### config.mk
export PLATFORM = sky130hd
export DESIGN_NAME = swhp_regs
export DESIGN_NICKNAME = d
export VERILOG_FILES = /design/src/swhp_pkg.sv /design/src/swhp_regs.sv
export VERILOG_INCLUDE_DIRS = /design/src
export SDC_FILE = /design/constraint.sdc
export NUM_CORES = 1
export LEC_CHECK = 0
export BUFFER_PORTS_ARGS = -buffer_cell sky130_fd_sc_hd__clkbuf_2
export CAP_MARGIN = 30
export CELL_PAD_IN_SITES_DETAIL_PLACEMENT = 1
export CELL_PAD_IN_SITES_GLOBAL_PLACEMENT = 1
export CORE_MARGIN = 3
export CORE_UTILIZATION = 46
export DETAILED_ROUTE_END_ITERATION = 10
export PLACE_DENSITY_LB_ADDON = 0.1
export SYNTH_ARGS = -nofsm -noshare
export SYNTH_HDL_FRONTEND = slang
export SYNTH_SLANG_ARGS = --single-unit
### constraint.sdc
create_clock -name mclk -period 3.15 [get_ports mclk]
set_input_delay 0.315 -clock mclk [delete_from_list [all_inputs] [get_ports mclk]]
set_output_delay 0.315 -clock mclk [all_outputs]
set_load 0.01 [all_outputs]
### src/swhp_params.svh
/*
  Constants for the hot plug, loss-of-signal and EDID control register bank:
  register offsets, field positions, reset values and timing figures.
  Assumes it is included by bare name into the bank's package or module.
*/
`ifndef SWHP_PARAMS_SVH
`define SWHP_PARAMS_SVH

// Register offsets on the control port.
`define SWHP_OFS_PULSE_WIDTH   8'h05
`define SWHP_OFS_HP_OVERRIDE   8'h06
`define SWHP_OFS_LOSS_CTRL     8'h07
`define SWHP_OFS_REPL_MODE     8'h0e
`define SWHP_OFS_WRITE_KEY     8'h0f
`define SWHP_OFS_LOSS_STATUS   8'h10
`define SWHP_OFS_SILICON_STEP  8'hfe
`define SWHP_OFS_PART_CODE     8'hff

// Field positions.
`define SWHP_BIT_MANUAL_SEL    4
`define SWHP_BIT_LOSS_EN       0
`define SWHP_BIT_SQUELCH_EN    2
`define SWHP_BIT_THR_LO        4
`define SWHP_BIT_THR_HI        5
`define SWHP_BIT_REPL_BYPASS   0

// Reset values.
`define SWHP_RST_PULSE_WIDTH   8'h05
`define SWHP_RST_HP_OVERRIDE   8'h00
`define SWHP_RST_LOSS_CTRL     8'h00
`define SWHP_RST_REPL_MODE     8'h00
`define SWHP_RST_WRITE_KEY     8'h00
`define SWHP_RST_READ_DATA     8'h00

// Key that opens the EDID memory for writing.
`define SWHP_UNLOCK_KEY        8'h96

// Hot plug pulse step in ms and the clock rate in MHz.
`define SWHP_STEP_MS           24
`define SWHP_CLK_MHZ           125
`define SWHP_STEP_CYCLES       (`SWHP_STEP_MS * 1000 * `SWHP_CLK_MHZ)

`endif

### src/swhp_pkg.sv
/*
  Types for the hot plug, loss-of-signal and EDID control register bank.
  Assumes the constants header is compiled alongside.
*/
package swhp_pkg;

  // State of the automatic hot plug pulse generator.
  typedef enum logic {
    SWHP_HP_IDLE,
    SWHP_HP_LOW
  } swhp_hp_state_t;

endpackage

### src/swhp_regs.sv
/*
  Upper control and status register bank of a four-input link switch:
  hot plug override and automatic pulse, loss-of-signal control and status,
  EDID replicator mode, EDID write-protect key, identification codes.
  Assumes the serial control port engine outside runs on mclk and hands over
  one-cycle read and write strobes with an 8-bit address and data, and that
  the analog clock-activity detectors drive asynchronous levels.
*/
`timescale 1ns/10ps
`include "swhp_params.svh"

module swhp_regs
  import swhp_pkg::*;
#(
  parameter int          STEP_CYCLES  = `SWHP_STEP_CYCLES,
  parameter int          STEP_W       = 22,
  // Identification values are arbitrary.
  parameter logic [7:0]  SILICON_STEP = 8'h5a,
  parameter logic [7:0]  PART_CODE    = 8'h11
) (
  // Clock and reset.
  input  wire logic       mclk,
  input  wire logic       arst_n,
  // Register port from the serial control engine.
  input  wire logic [7:0] reg_addr,
  input  wire logic [7:0] reg_wdata,
  input  wire logic       reg_wr,
  input  wire logic       reg_rd,
  output logic      [7:0] reg_rdata,
  output logic            reg_rvalid,
  // Channel switch event and newly selected input.
  input  wire logic       chan_switch,
  input  wire logic [1:0] chan_sel,
  // Hot plug open-drain outputs, bit 0 is input A.
  output logic      [3:0] hot_plug_out,
  output logic      [3:0] hot_plug_oe_n,
  // Clock activity from the analog detectors, asynchronous.
  input  wire logic [3:0] tmds_clk_active,
  // Controls toward the analog and EDID logic.
  output logic            signal_loss_detect_enable,
  output logic      [1:0] signal_loss_threshold,
  output logic            autosquelch_enable,
  output logic            replicator_bypass,
  output logic            edid_write_allow
);

  // Reset release through two flip-flops.
  logic       rst_meta_r;
  logic       rst_n_sync;

  always_ff @(posedge mclk or negedge arst_n) begin
    if (!arst_n) begin
      rst_meta_r <= 1'b0;
      rst_n_sync <= 1'b0;
    end else begin
      rst_meta_r <= 1'b1;
      rst_n_sync <= rst_meta_r;
    end
  end

  // Stored registers.
  logic [7:0] pulse_width_r,  pulse_width_nxt;
  logic [7:0] hp_override_r,  hp_override_nxt;
  logic [7:0] loss_ctrl_r,    loss_ctrl_nxt;
  logic [7:0] repl_mode_r,    repl_mode_nxt;
  logic [7:0] write_key_r,    write_key_nxt;
  logic [7:0] rdata_r,        rdata_nxt;
  logic       rvalid_r,       rvalid_nxt;

  // Loss status and synchroniser stages.
  logic [3:0] act_s1_r, act_s2_r, act_s3_r;
  logic [3:0] act_ok_r,       act_ok_nxt;
  logic [3:0] loss_flags_r,   loss_flags_nxt;

  // Hot plug pulse generator.
  swhp_hp_state_t    hp_state_r, hp_state_nxt;
  logic [STEP_W-1:0] step_cnt_r, step_cnt_nxt;
  logic [7:0]        pulse_cnt_r, pulse_cnt_nxt;
  logic [3:0]        pulse_lane_r, pulse_lane_nxt;
  logic [3:0]        oe_n_r, oe_n_nxt;

  logic manual_sel;
  logic [3:0] force_mask;
  logic step_end;

  assign manual_sel = hp_override_r[`SWHP_BIT_MANUAL_SEL];
  assign force_mask = hp_override_r[3:0];
  assign step_end   = (step_cnt_r == STEP_W'(STEP_CYCLES - 1));

  // Register writes and read answers.
  always_comb begin
    pulse_width_nxt = pulse_width_r;
    hp_override_nxt = hp_override_r;
    loss_ctrl_nxt   = loss_ctrl_r;
    repl_mode_nxt   = repl_mode_r;
    write_key_nxt   = write_key_r;
    rdata_nxt       = rdata_r;
    rvalid_nxt      = 1'b0;
    if (reg_wr) begin
      unique case (reg_addr)
        `SWHP_OFS_PULSE_WIDTH: pulse_width_nxt = reg_wdata;
        // Unused upper bits are kept at zero.
        `SWHP_OFS_HP_OVERRIDE: hp_override_nxt = {3'b000, reg_wdata[4:0]};
        `SWHP_OFS_LOSS_CTRL:   loss_ctrl_nxt = {2'b00, reg_wdata[5:4],
                                                1'b0, reg_wdata[2],
                                                1'b0, reg_wdata[0]};
        `SWHP_OFS_REPL_MODE:   repl_mode_nxt = {7'h00, reg_wdata[0]};
        `SWHP_OFS_WRITE_KEY:   write_key_nxt = reg_wdata;
        default: ;
      endcase
    end
    if (reg_rd) begin
      rvalid_nxt = 1'b1;
      unique case (reg_addr)
        `SWHP_OFS_PULSE_WIDTH:  rdata_nxt = pulse_width_r;
        `SWHP_OFS_HP_OVERRIDE:  rdata_nxt = hp_override_r;
        `SWHP_OFS_LOSS_CTRL:    rdata_nxt = loss_ctrl_r;
        `SWHP_OFS_LOSS_STATUS:  rdata_nxt = {4'h0, loss_flags_r};
        `SWHP_OFS_SILICON_STEP: rdata_nxt = SILICON_STEP;
        `SWHP_OFS_PART_CODE:    rdata_nxt = PART_CODE;
        // Write-only and unmapped offsets read as zero.
        default:                rdata_nxt = 8'h00;
      endcase
    end
  end

  always_ff @(posedge mclk or negedge rst_n_sync) begin
    if (!rst_n_sync) begin
      pulse_width_r <= `SWHP_RST_PULSE_WIDTH;
      hp_override_r <= `SWHP_RST_HP_OVERRIDE;
      loss_ctrl_r   <= `SWHP_RST_LOSS_CTRL;
      repl_mode_r   <= `SWHP_RST_REPL_MODE;
      write_key_r   <= `SWHP_RST_WRITE_KEY;
      rdata_r       <= `SWHP_RST_READ_DATA;
      rvalid_r      <= 1'b0;
    end else begin
      pulse_width_r <= pulse_width_nxt;
      hp_override_r <= hp_override_nxt;
      loss_ctrl_r   <= loss_ctrl_nxt;
      repl_mode_r   <= repl_mode_nxt;
      write_key_r   <= write_key_nxt;
      rdata_r       <= rdata_nxt;
      rvalid_r      <= rvalid_nxt;
    end
  end

  // Three-stage synchroniser for the activity levels. The stages start at
  // active, as the filter does, so no false loss shows after reset.
  always_ff @(posedge mclk or negedge rst_n_sync) begin
    if (!rst_n_sync) begin
      act_s1_r <= 4'hf;
      act_s2_r <= 4'hf;
      act_s3_r <= 4'hf;
    end else begin
      act_s1_r <= tmds_clk_active;
      act_s2_r <= act_s1_r;
      act_s3_r <= act_s2_r;
    end
  end

  // Filtered activity and loss flags; a bit changes once stages agree.
  always_comb begin
    act_ok_nxt = act_ok_r;
    for (int i = 0; i < 4; i++) begin
      if (act_s2_r[i] == act_s3_r[i]) begin
        act_ok_nxt[i] = act_s3_r[i];
      end
    end
    if (loss_ctrl_r[`SWHP_BIT_LOSS_EN]) begin
      loss_flags_nxt = ~act_ok_r;
    end else begin
      loss_flags_nxt = 4'h0;
    end
  end

  always_ff @(posedge mclk or negedge rst_n_sync) begin
    if (!rst_n_sync) begin
      act_ok_r     <= 4'hf;
      loss_flags_r <= 4'h0;
    end else begin
      act_ok_r     <= act_ok_nxt;
      loss_flags_r <= loss_flags_nxt;
    end
  end

  // Automatic pulse: one input held low for width times the step.
  always_comb begin
    hp_state_nxt   = hp_state_r;
    step_cnt_nxt   = step_cnt_r;
    pulse_cnt_nxt  = pulse_cnt_r;
    pulse_lane_nxt = pulse_lane_r;
    unique case (hp_state_r)
      SWHP_HP_IDLE: begin
        if (chan_switch && !manual_sel && pulse_width_r != 8'h00) begin
          hp_state_nxt   = SWHP_HP_LOW;
          step_cnt_nxt   = '0;
          pulse_cnt_nxt  = pulse_width_r;
          pulse_lane_nxt = 4'b0001 << chan_sel;
        end
      end
      SWHP_HP_LOW: begin
        if (manual_sel) begin
          // Manual mode takes over and drops any running pulse.
          hp_state_nxt   = SWHP_HP_IDLE;
          pulse_lane_nxt = 4'h0;
        end else if (chan_switch) begin
          // A new switch restarts the pulse on the new input, or ends it when the width is zero.
          step_cnt_nxt   = '0;
          pulse_cnt_nxt  = pulse_width_r;
          pulse_lane_nxt = 4'b0001 << chan_sel;
          if (pulse_width_r == 8'h00) begin
            hp_state_nxt   = SWHP_HP_IDLE;
            pulse_lane_nxt = 4'h0;
          end
        end else if (step_end) begin
          step_cnt_nxt  = '0;
          pulse_cnt_nxt = pulse_cnt_r - 8'h01;
          if (pulse_cnt_r == 8'h01) begin
            hp_state_nxt   = SWHP_HP_IDLE;
            pulse_lane_nxt = 4'h0;
          end
        end else begin
          step_cnt_nxt = step_cnt_r + STEP_W'(1);
        end
      end
    endcase
    if (manual_sel) begin
      oe_n_nxt = ~force_mask;
    end else begin
      oe_n_nxt = ~pulse_lane_nxt;
    end
  end

  always_ff @(posedge mclk or negedge rst_n_sync) begin
    if (!rst_n_sync) begin
      hp_state_r   <= SWHP_HP_IDLE;
      step_cnt_r   <= '0;
      pulse_cnt_r  <= 8'h00;
      pulse_lane_r <= 4'h0;
      oe_n_r       <= 4'hf;
    end else begin
      hp_state_r   <= hp_state_nxt;
      step_cnt_r   <= step_cnt_nxt;
      pulse_cnt_r  <= pulse_cnt_nxt;
      pulse_lane_r <= pulse_lane_nxt;
      oe_n_r       <= oe_n_nxt;
    end
  end

  // Control outputs, registered.
  logic       loss_en_r, squelch_r, bypass_r, wr_allow_r;
  logic [1:0] thr_r;

  always_ff @(posedge mclk or negedge rst_n_sync) begin
    if (!rst_n_sync) begin
      loss_en_r  <= 1'b0;
      squelch_r  <= 1'b0;
      thr_r      <= 2'b00;
      bypass_r   <= 1'b0;
      wr_allow_r <= 1'b0;
    end else begin
      loss_en_r  <= loss_ctrl_nxt[`SWHP_BIT_LOSS_EN];
      thr_r      <= loss_ctrl_nxt[`SWHP_BIT_THR_HI:`SWHP_BIT_THR_LO];
      squelch_r  <= loss_ctrl_nxt[`SWHP_BIT_SQUELCH_EN];
      bypass_r   <= repl_mode_nxt[`SWHP_BIT_REPL_BYPASS];
      wr_allow_r <= (write_key_nxt == `SWHP_UNLOCK_KEY);
    end
  end

  // Port assignments; the pad drives low only when enabled.
  assign hot_plug_out              = 4'h0;
  assign hot_plug_oe_n             = oe_n_r;
  assign reg_rdata                 = rdata_r;
  assign reg_rvalid                = rvalid_r;
  assign signal_loss_detect_enable = loss_en_r;
  assign signal_loss_threshold     = thr_r;
  assign autosquelch_enable        = squelch_r;
  assign replicator_bypass         = bypass_r;
  assign edid_write_allow          = wr_allow_r;

endmodule

Yosys cells after proc, flatten, opt, wreduce, memory -nomap -nowiden --
Index checks and enable logic that the tools add are counted.
Storage, ports and cells: register bits 101, output and inout bits 23
Cells by class: add/sub/neg operators 2, eq/ne operators 18, shift-type cells 1, mux-type cells 32, bitwise logic cells 4, reduce and logical (&&, ||, !) cells 10
Operators with widths (number):
- $mux 22 | 4
- $mux 8 | 6
- $pmux 8 s6 | 1
- $pmux 22 s2 | 1
- $mux 4 | 8
- $eq 8x3->1 const B | 3
- $eq 8x8->1 const B | 3
- $add 22x1->22 const B | 1
- $eq 22x22->1 const B | 1
- $eq 8x4->1 const B | 2
- $pmux 8 s2 | 1
- $mux 6 | 2
- $not 4->4 | 3
- $eq 8x1->1 const B | 1
- $eq 8x5->1 const B | 1
- $logic_not 8->1 | 1
- $pmux 4 s2 | 1
- $reduce_and 2->1 | 4
- $reduce_bool 8->1 | 1
- $sub 8x1->8 const B | 1
- $mux 1 | 7
- $eq 1x1->1 | 4
- $ne 2x2->1 const B | 2
- $shl 1x2->4 const A | 1
- other kinds (6) | 7

Longest topological paths before layout --
depth in word-level cells 8, mapped depth 9, depth with buffers taken out 7

Worst setup path after synthesis --
OpenSTA, ideal clock, no wires.
path type register -> register, start point reg pulse_width_r[6], end point reg pulse_cnt_r[0], data arrival time 2.175 ns, required time 3.024 ns, slack 0.849 ns, cell stages (with the launch flop) 9, path buffers 3, path through dfrtp_1 -> or4_1 -> o211a_1 -> buf_6 -> or2_0 -> buf_6 -> and2_4 -> buf_6 -> a221o_1
On the way: longest elaborated chain between the ends 4
Ends and longest elaborated chain:
- from (decl) | line swhp_regs.sv:62 | logic [7:0] pulse_width_r, pulse_width_nxt;
- from (signal assigned) | line swhp_regs.sv:129 | pulse_width_r <= `SWHP_RST_PULSE_WIDTH;
- from (signal assigned) | line swhp_regs.sv:137 | pulse_width_r <= pulse_width_nxt;
- $reduce_bool 8->1 | line swhp_regs.sv:194 | if (chan_switch && !manual_sel && pulse_width_r != 8'h00) begin
- $logic_and 1x1->1 | line swhp_regs.sv:194
- $ne 2x2->1 (no source line)
- $reduce_and 3->1 (no source line)
- to (signal assigned) | line swhp_regs.sv:244 | pulse_cnt_r <= pulse_cnt_nxt;
- to (decl) | line swhp_regs.sv:78 | logic [7:0] pulse_cnt_r, pulse_cnt_nxt;
No other way between the ends. A chain may end at the register's enable or synchronous reset.

Final worst setup path --
Ends and elaborated chain as after synthesis.

==> PnR_summary.wiki <==
{| class="wikitable"
! Metric !! Value
|-
| Result of the run || complete, no violations
|-
| Min Tclk post-route || 2.44 ns
|-
| Top cell type by total area after synthesis || sky130_fd_sc_hd__dfrtp_1
|-
| Cell depth of the worst min-delay path || 1
|-
| CTS Root Buffer Type || sky130_fd_sc_hd__clkbuf_8
|-
| Global-route wire length before repair || 18900 µm
|-
| Hold wc startpoint || tmds_clk_active[2]
|-
| Main combinational cell family by area after synthesis || simple AND/OR/NAND/NOR gates
|-
| Grt ovf || 0
|-
| Data required time of the critical path || 3.40 ns
|-
| Clk_lat worst skew || 0.37 ns
|-
| Number of flops mapped to enable cells by yosys || 0
|-
| Main synth FF type || sky130_fd_sc_hd__dfrtp_1
|-
| Placer congestion estimate || 0.856
|-
| Synth-to-Final Area Change || 11.4%
|-
| Compound-gate portion of the synthesized area || 0.130
|-
| Net count, final || 488
|-
| Basic-gate share of the synthesized area counting and, or, nand and nor cells || 0.167
|-
| Highest attainable clock frequency || 410 MHz
|-
| Initial antenna violation count || 0
|-
| Initial DRT Pass Iterations || 4
|-
| Synth Cell Area || 4560 µm²
|-
| Normalized max-slew margin || 0.333
|-
| Number of cells on the worst reg-to-reg path || 5
|-
| Post-synthesis async set-or-reset flop share || 1.00
|-
| Core Region || 9420 µm²
|-
| Number of vias per cell after detailed routing || 5.79
|-
| Top-Level Pins || 50
|-
| Critical path launch point type || flop
|-
| Tot GR Track Use || 0.215
|-
| Area fraction of the dominant cell type after synthesis || 0.412
|-
| Flip-flop and latch count after synthesis || 97
|-
| Startpoint-to-endpoint class of the critical path || flop to flop
|-
| List of cells traversed by the critical path || or4_1 -> o211a_1 -> or2_0 -> and2_4 -> a221o_1
|-
| Maximum number of pins on one net before global-route repair || 40
|-
| Total CTS buffers || 9
|-
| Arithmetic-cell share of the synthesized area counting full adders, half adders and majority gates || 0.0170
|-
| Cell row count || 35
|-
| Count of cell types in the netlist || 60
|-
| Cells after synthesis || 412
|-
| Leakage power of the design || 0.00226 µW
|-
| Total of hold buffers inserted after clock tree synthesis || 1
|-
| Number of antenna diodes || 0
|-
| Starting density of the core || 0.484
|-
| Deepest level of the CTS H-tree || 3
|-
| Number of warnings reported in the yosys synthesis log || 0
|-
| Most used standard cell by instance count after synthesis || sky130_fd_sc_hd__dfrtp_1
|-
| Number of sinks driven by the clock tree || 97
|-
| Clock skew || 0.0172 ns
|-
| Largest stage delay on the critical path || 0.58 ns
|-
| Ranking of synthesized cells by area || sky130_fd_sc_hd__dfrtp_1 41%, sky130_fd_sc_hd__dfstp_2 13%, sky130_fd_sc_hd__mux2_2 6.9%, sky130_fd_sc_hd__xor2_1 3.3%, sky130_fd_sc_hd__nor2_1 2.9%
|-
| Final antenna-violating net count || 0
|-
| Port Buf Inserts || 45
|-
| Die width || 106 µm
|-
| Proportion of synthesized area in mux cells || 0.0779
|-
| Detailed Route WL || 11400 µm
|-
| Vias || 3426
|-
| Vias in the first global route || 3607
|-
| Max-Cap Viols || 0
|-
| Number of remaining DRC errors || 0
|-
| Iteration-0 DRC count of the detailed router || 181
|-
| Setup Total Neg Slack || 0 ns
|-
| Origin of the worst setup path || pulse_width_r[6]
|-
| Unrepaired setup endpoints after global routing || false
|-
| Register clock-pin slew on the reported worst setup and hold paths || 0.09 ns
|-
| Hold Fails Final Rpt || 0
|-
| Number of filler instances in the final layout || 1046
|-
| Classification of the worst-slack hold path || primary input to flop
|-
| VDD IR-drop max || 0.261 mV
|-
| Die Area || 11100 µm²
|-
| CP Data Arrival Time || 2.68 ns
|-
| Half-perimeter wire length after placement || 8320 µm
|-
| Post-CTS Repair Setup Buffers || 0
|-
| Power Dens Cells || 554 nW/µm²
|-
| Hold Worst Slack || 0.0270 ns
|-
| Capturing element type of the critical path || flop
|-
| Final clock period utilization by the worst path || 0.774
|-
| Most common library cells after synthesis || 75 x sky130_fd_sc_hd__dfrtp_1, 35 x sky130_fd_sc_hd__nor2_1, 28 x sky130_fd_sc_hd__mux2_2, 26 x sky130_fd_sc_hd__nand2_1, 22 x sky130_fd_sc_hd__dfstp_2
|-
| Xor and xnor fraction of the mapped netlist area || 0.0327
|-
| Slowest CP cell || sky130_fd_sc_hd__or4_1
|-
| Max-slew violation count || 0
|-
| Die height || 106 µm
|-
| Count of endpoints failing setup in the final report || 0
|-
| Fraction of layout instances using a drive strength above 1 || 0.274
|-
| Post-synthesis sequential area ratio || 0.538
|-
| Utilization after layout || 0.540
|-
| Maximum number of buffers from clock root to sink || 2
|-
| Clock tree from TritonCTS || done
|-
| Gates resized, CTS repair || 0
|-
| Transition at the pin with the smallest max-transition slack || 0.988 ns
|-
| Mean area per synthesized cell || 11.1 µm²
|-
| Maximum fanout encountered on the critical timing path || 27
|-
| Launch point of the worst reg-to-reg path || pulse_width_r[6]
|-
| Drt wl/cell || 19.2 µm
|}
-- report_power, final --
group | switching (µW) | total, µW | internal, µW
clock network | 465 | 766 | 301
registers | 121 | 1520 | 1400
logic | 324 | 528 | 204
-- critical path, delay by kind of cell (launching register included) --
| kind | cells | cell delay [ns] |
|---|---|---|
| flops | 1 | 0.41 |
| simple gates | 3 | 1.34 |
| compound gates | 2 | 0.56 |
-- metrics by stage --
stage          setup slack [ns]  std cells  cell area (µm²)  power (µW)
6_report                  0.713        592             5080        2820
5_1_grt                   0.585        592             5080        2990
4_1_cts                   0.715        590             5060        2850
3_5_place_dp              0.731        573             4870        2070
3_3_place_gp              0.757        573             4870        2050
2_1_floorplan             0.286        415             4570        1880
-- routing by layer --
metal  track usage  routed length, µm
met1         0.293               5120
met2         0.355               5670
met3        0.0380                410
met4        0.0583                162
met5             0                  0
-- cell families (layout without fill, tap and decap cells) --
logic type / Yosys count / after routing
buffers and inverters: 30 / 78
AOI/OAI and AO/OA: 86 / 86
adders and majority gates: 7 / 7
and+or+nand+nor: 141 / 141
other: 2 / 5
xor gates and xnor gates: 17 / 17
DFF: 97 / 97
muxes: 32 / 32
-- flip-flops by register name, indices dropped and copies added, names as in the netlist --
signal	flops
hp_state_r	1
write_key_r	8
pulse_lane_r	4
loss_ctrl_r	3
rst_n_sync	1
act_s1_r	4
edid_write_allow	1
reg_rvalid	1
act_s2_r	4
repl_mode_r	1
loss_flags_r	4
act_ok_r	4
rst_meta_r	1
pulse_width_r	8
pulse_cnt_r	8
act_s3_r	4
reg_rdata	8
signal_loss_threshold	1
step_cnt_r	22
hp_override_r	5
hot_plug_oe_n	4
-- layout make-up --
class,instances,area [µm²],share of cell area
Multi-Input combinational cell,288,1950,0.384
Inverter,8,30.0,0.00591
Tap cell,129,161,0.0318
Clock inverter,7,56.3,0.0111
Sequential cell,97,2460,0.484
Timing Repair Buffer,54,300,0.0591
Clock buffer,9,124,0.0244
-- cell usage in the layout (no fill, tap or decap), types with 9 or more instances in the layout --
| cell | count |
|---|---|
| sky130_fd_sc_hd__a21oi_1 | 15 |
| sky130_fd_sc_hd__clkbuf_2 | 45 |
| sky130_fd_sc_hd__clkbuf_8 | 9 |
| sky130_fd_sc_hd__dfrtp_1 | 74 |
| sky130_fd_sc_hd__dfstp_2 | 22 |
| sky130_fd_sc_hd__mux2_2 | 28 |
| sky130_fd_sc_hd__nand2_1 | 26 |
| sky130_fd_sc_hd__nand3_1 | 12 |
| sky130_fd_sc_hd__nor2_1 | 35 |
| sky130_fd_sc_hd__nor3_1 | 10 |
| sky130_fd_sc_hd__o2111ai_1 | 10 |
| sky130_fd_sc_hd__o21ai_0 | 19 |
| sky130_fd_sc_hd__xor2_1 | 17 |
-- final timing paths --
kind                                     to  slack [ns]
min in group asynchronous        rst_n_sync        0.27
min                             act_s1_r[2]        0.03
max reg2reg                  pulse_cnt_r[0]        0.71
min reg2reg                 loss_flags_r[3]        0.28
max in group asynchronous  hot_plug_oe_n[1]        2.01
max                          pulse_cnt_r[0]        0.71
(Power assumes the default switching activity.)
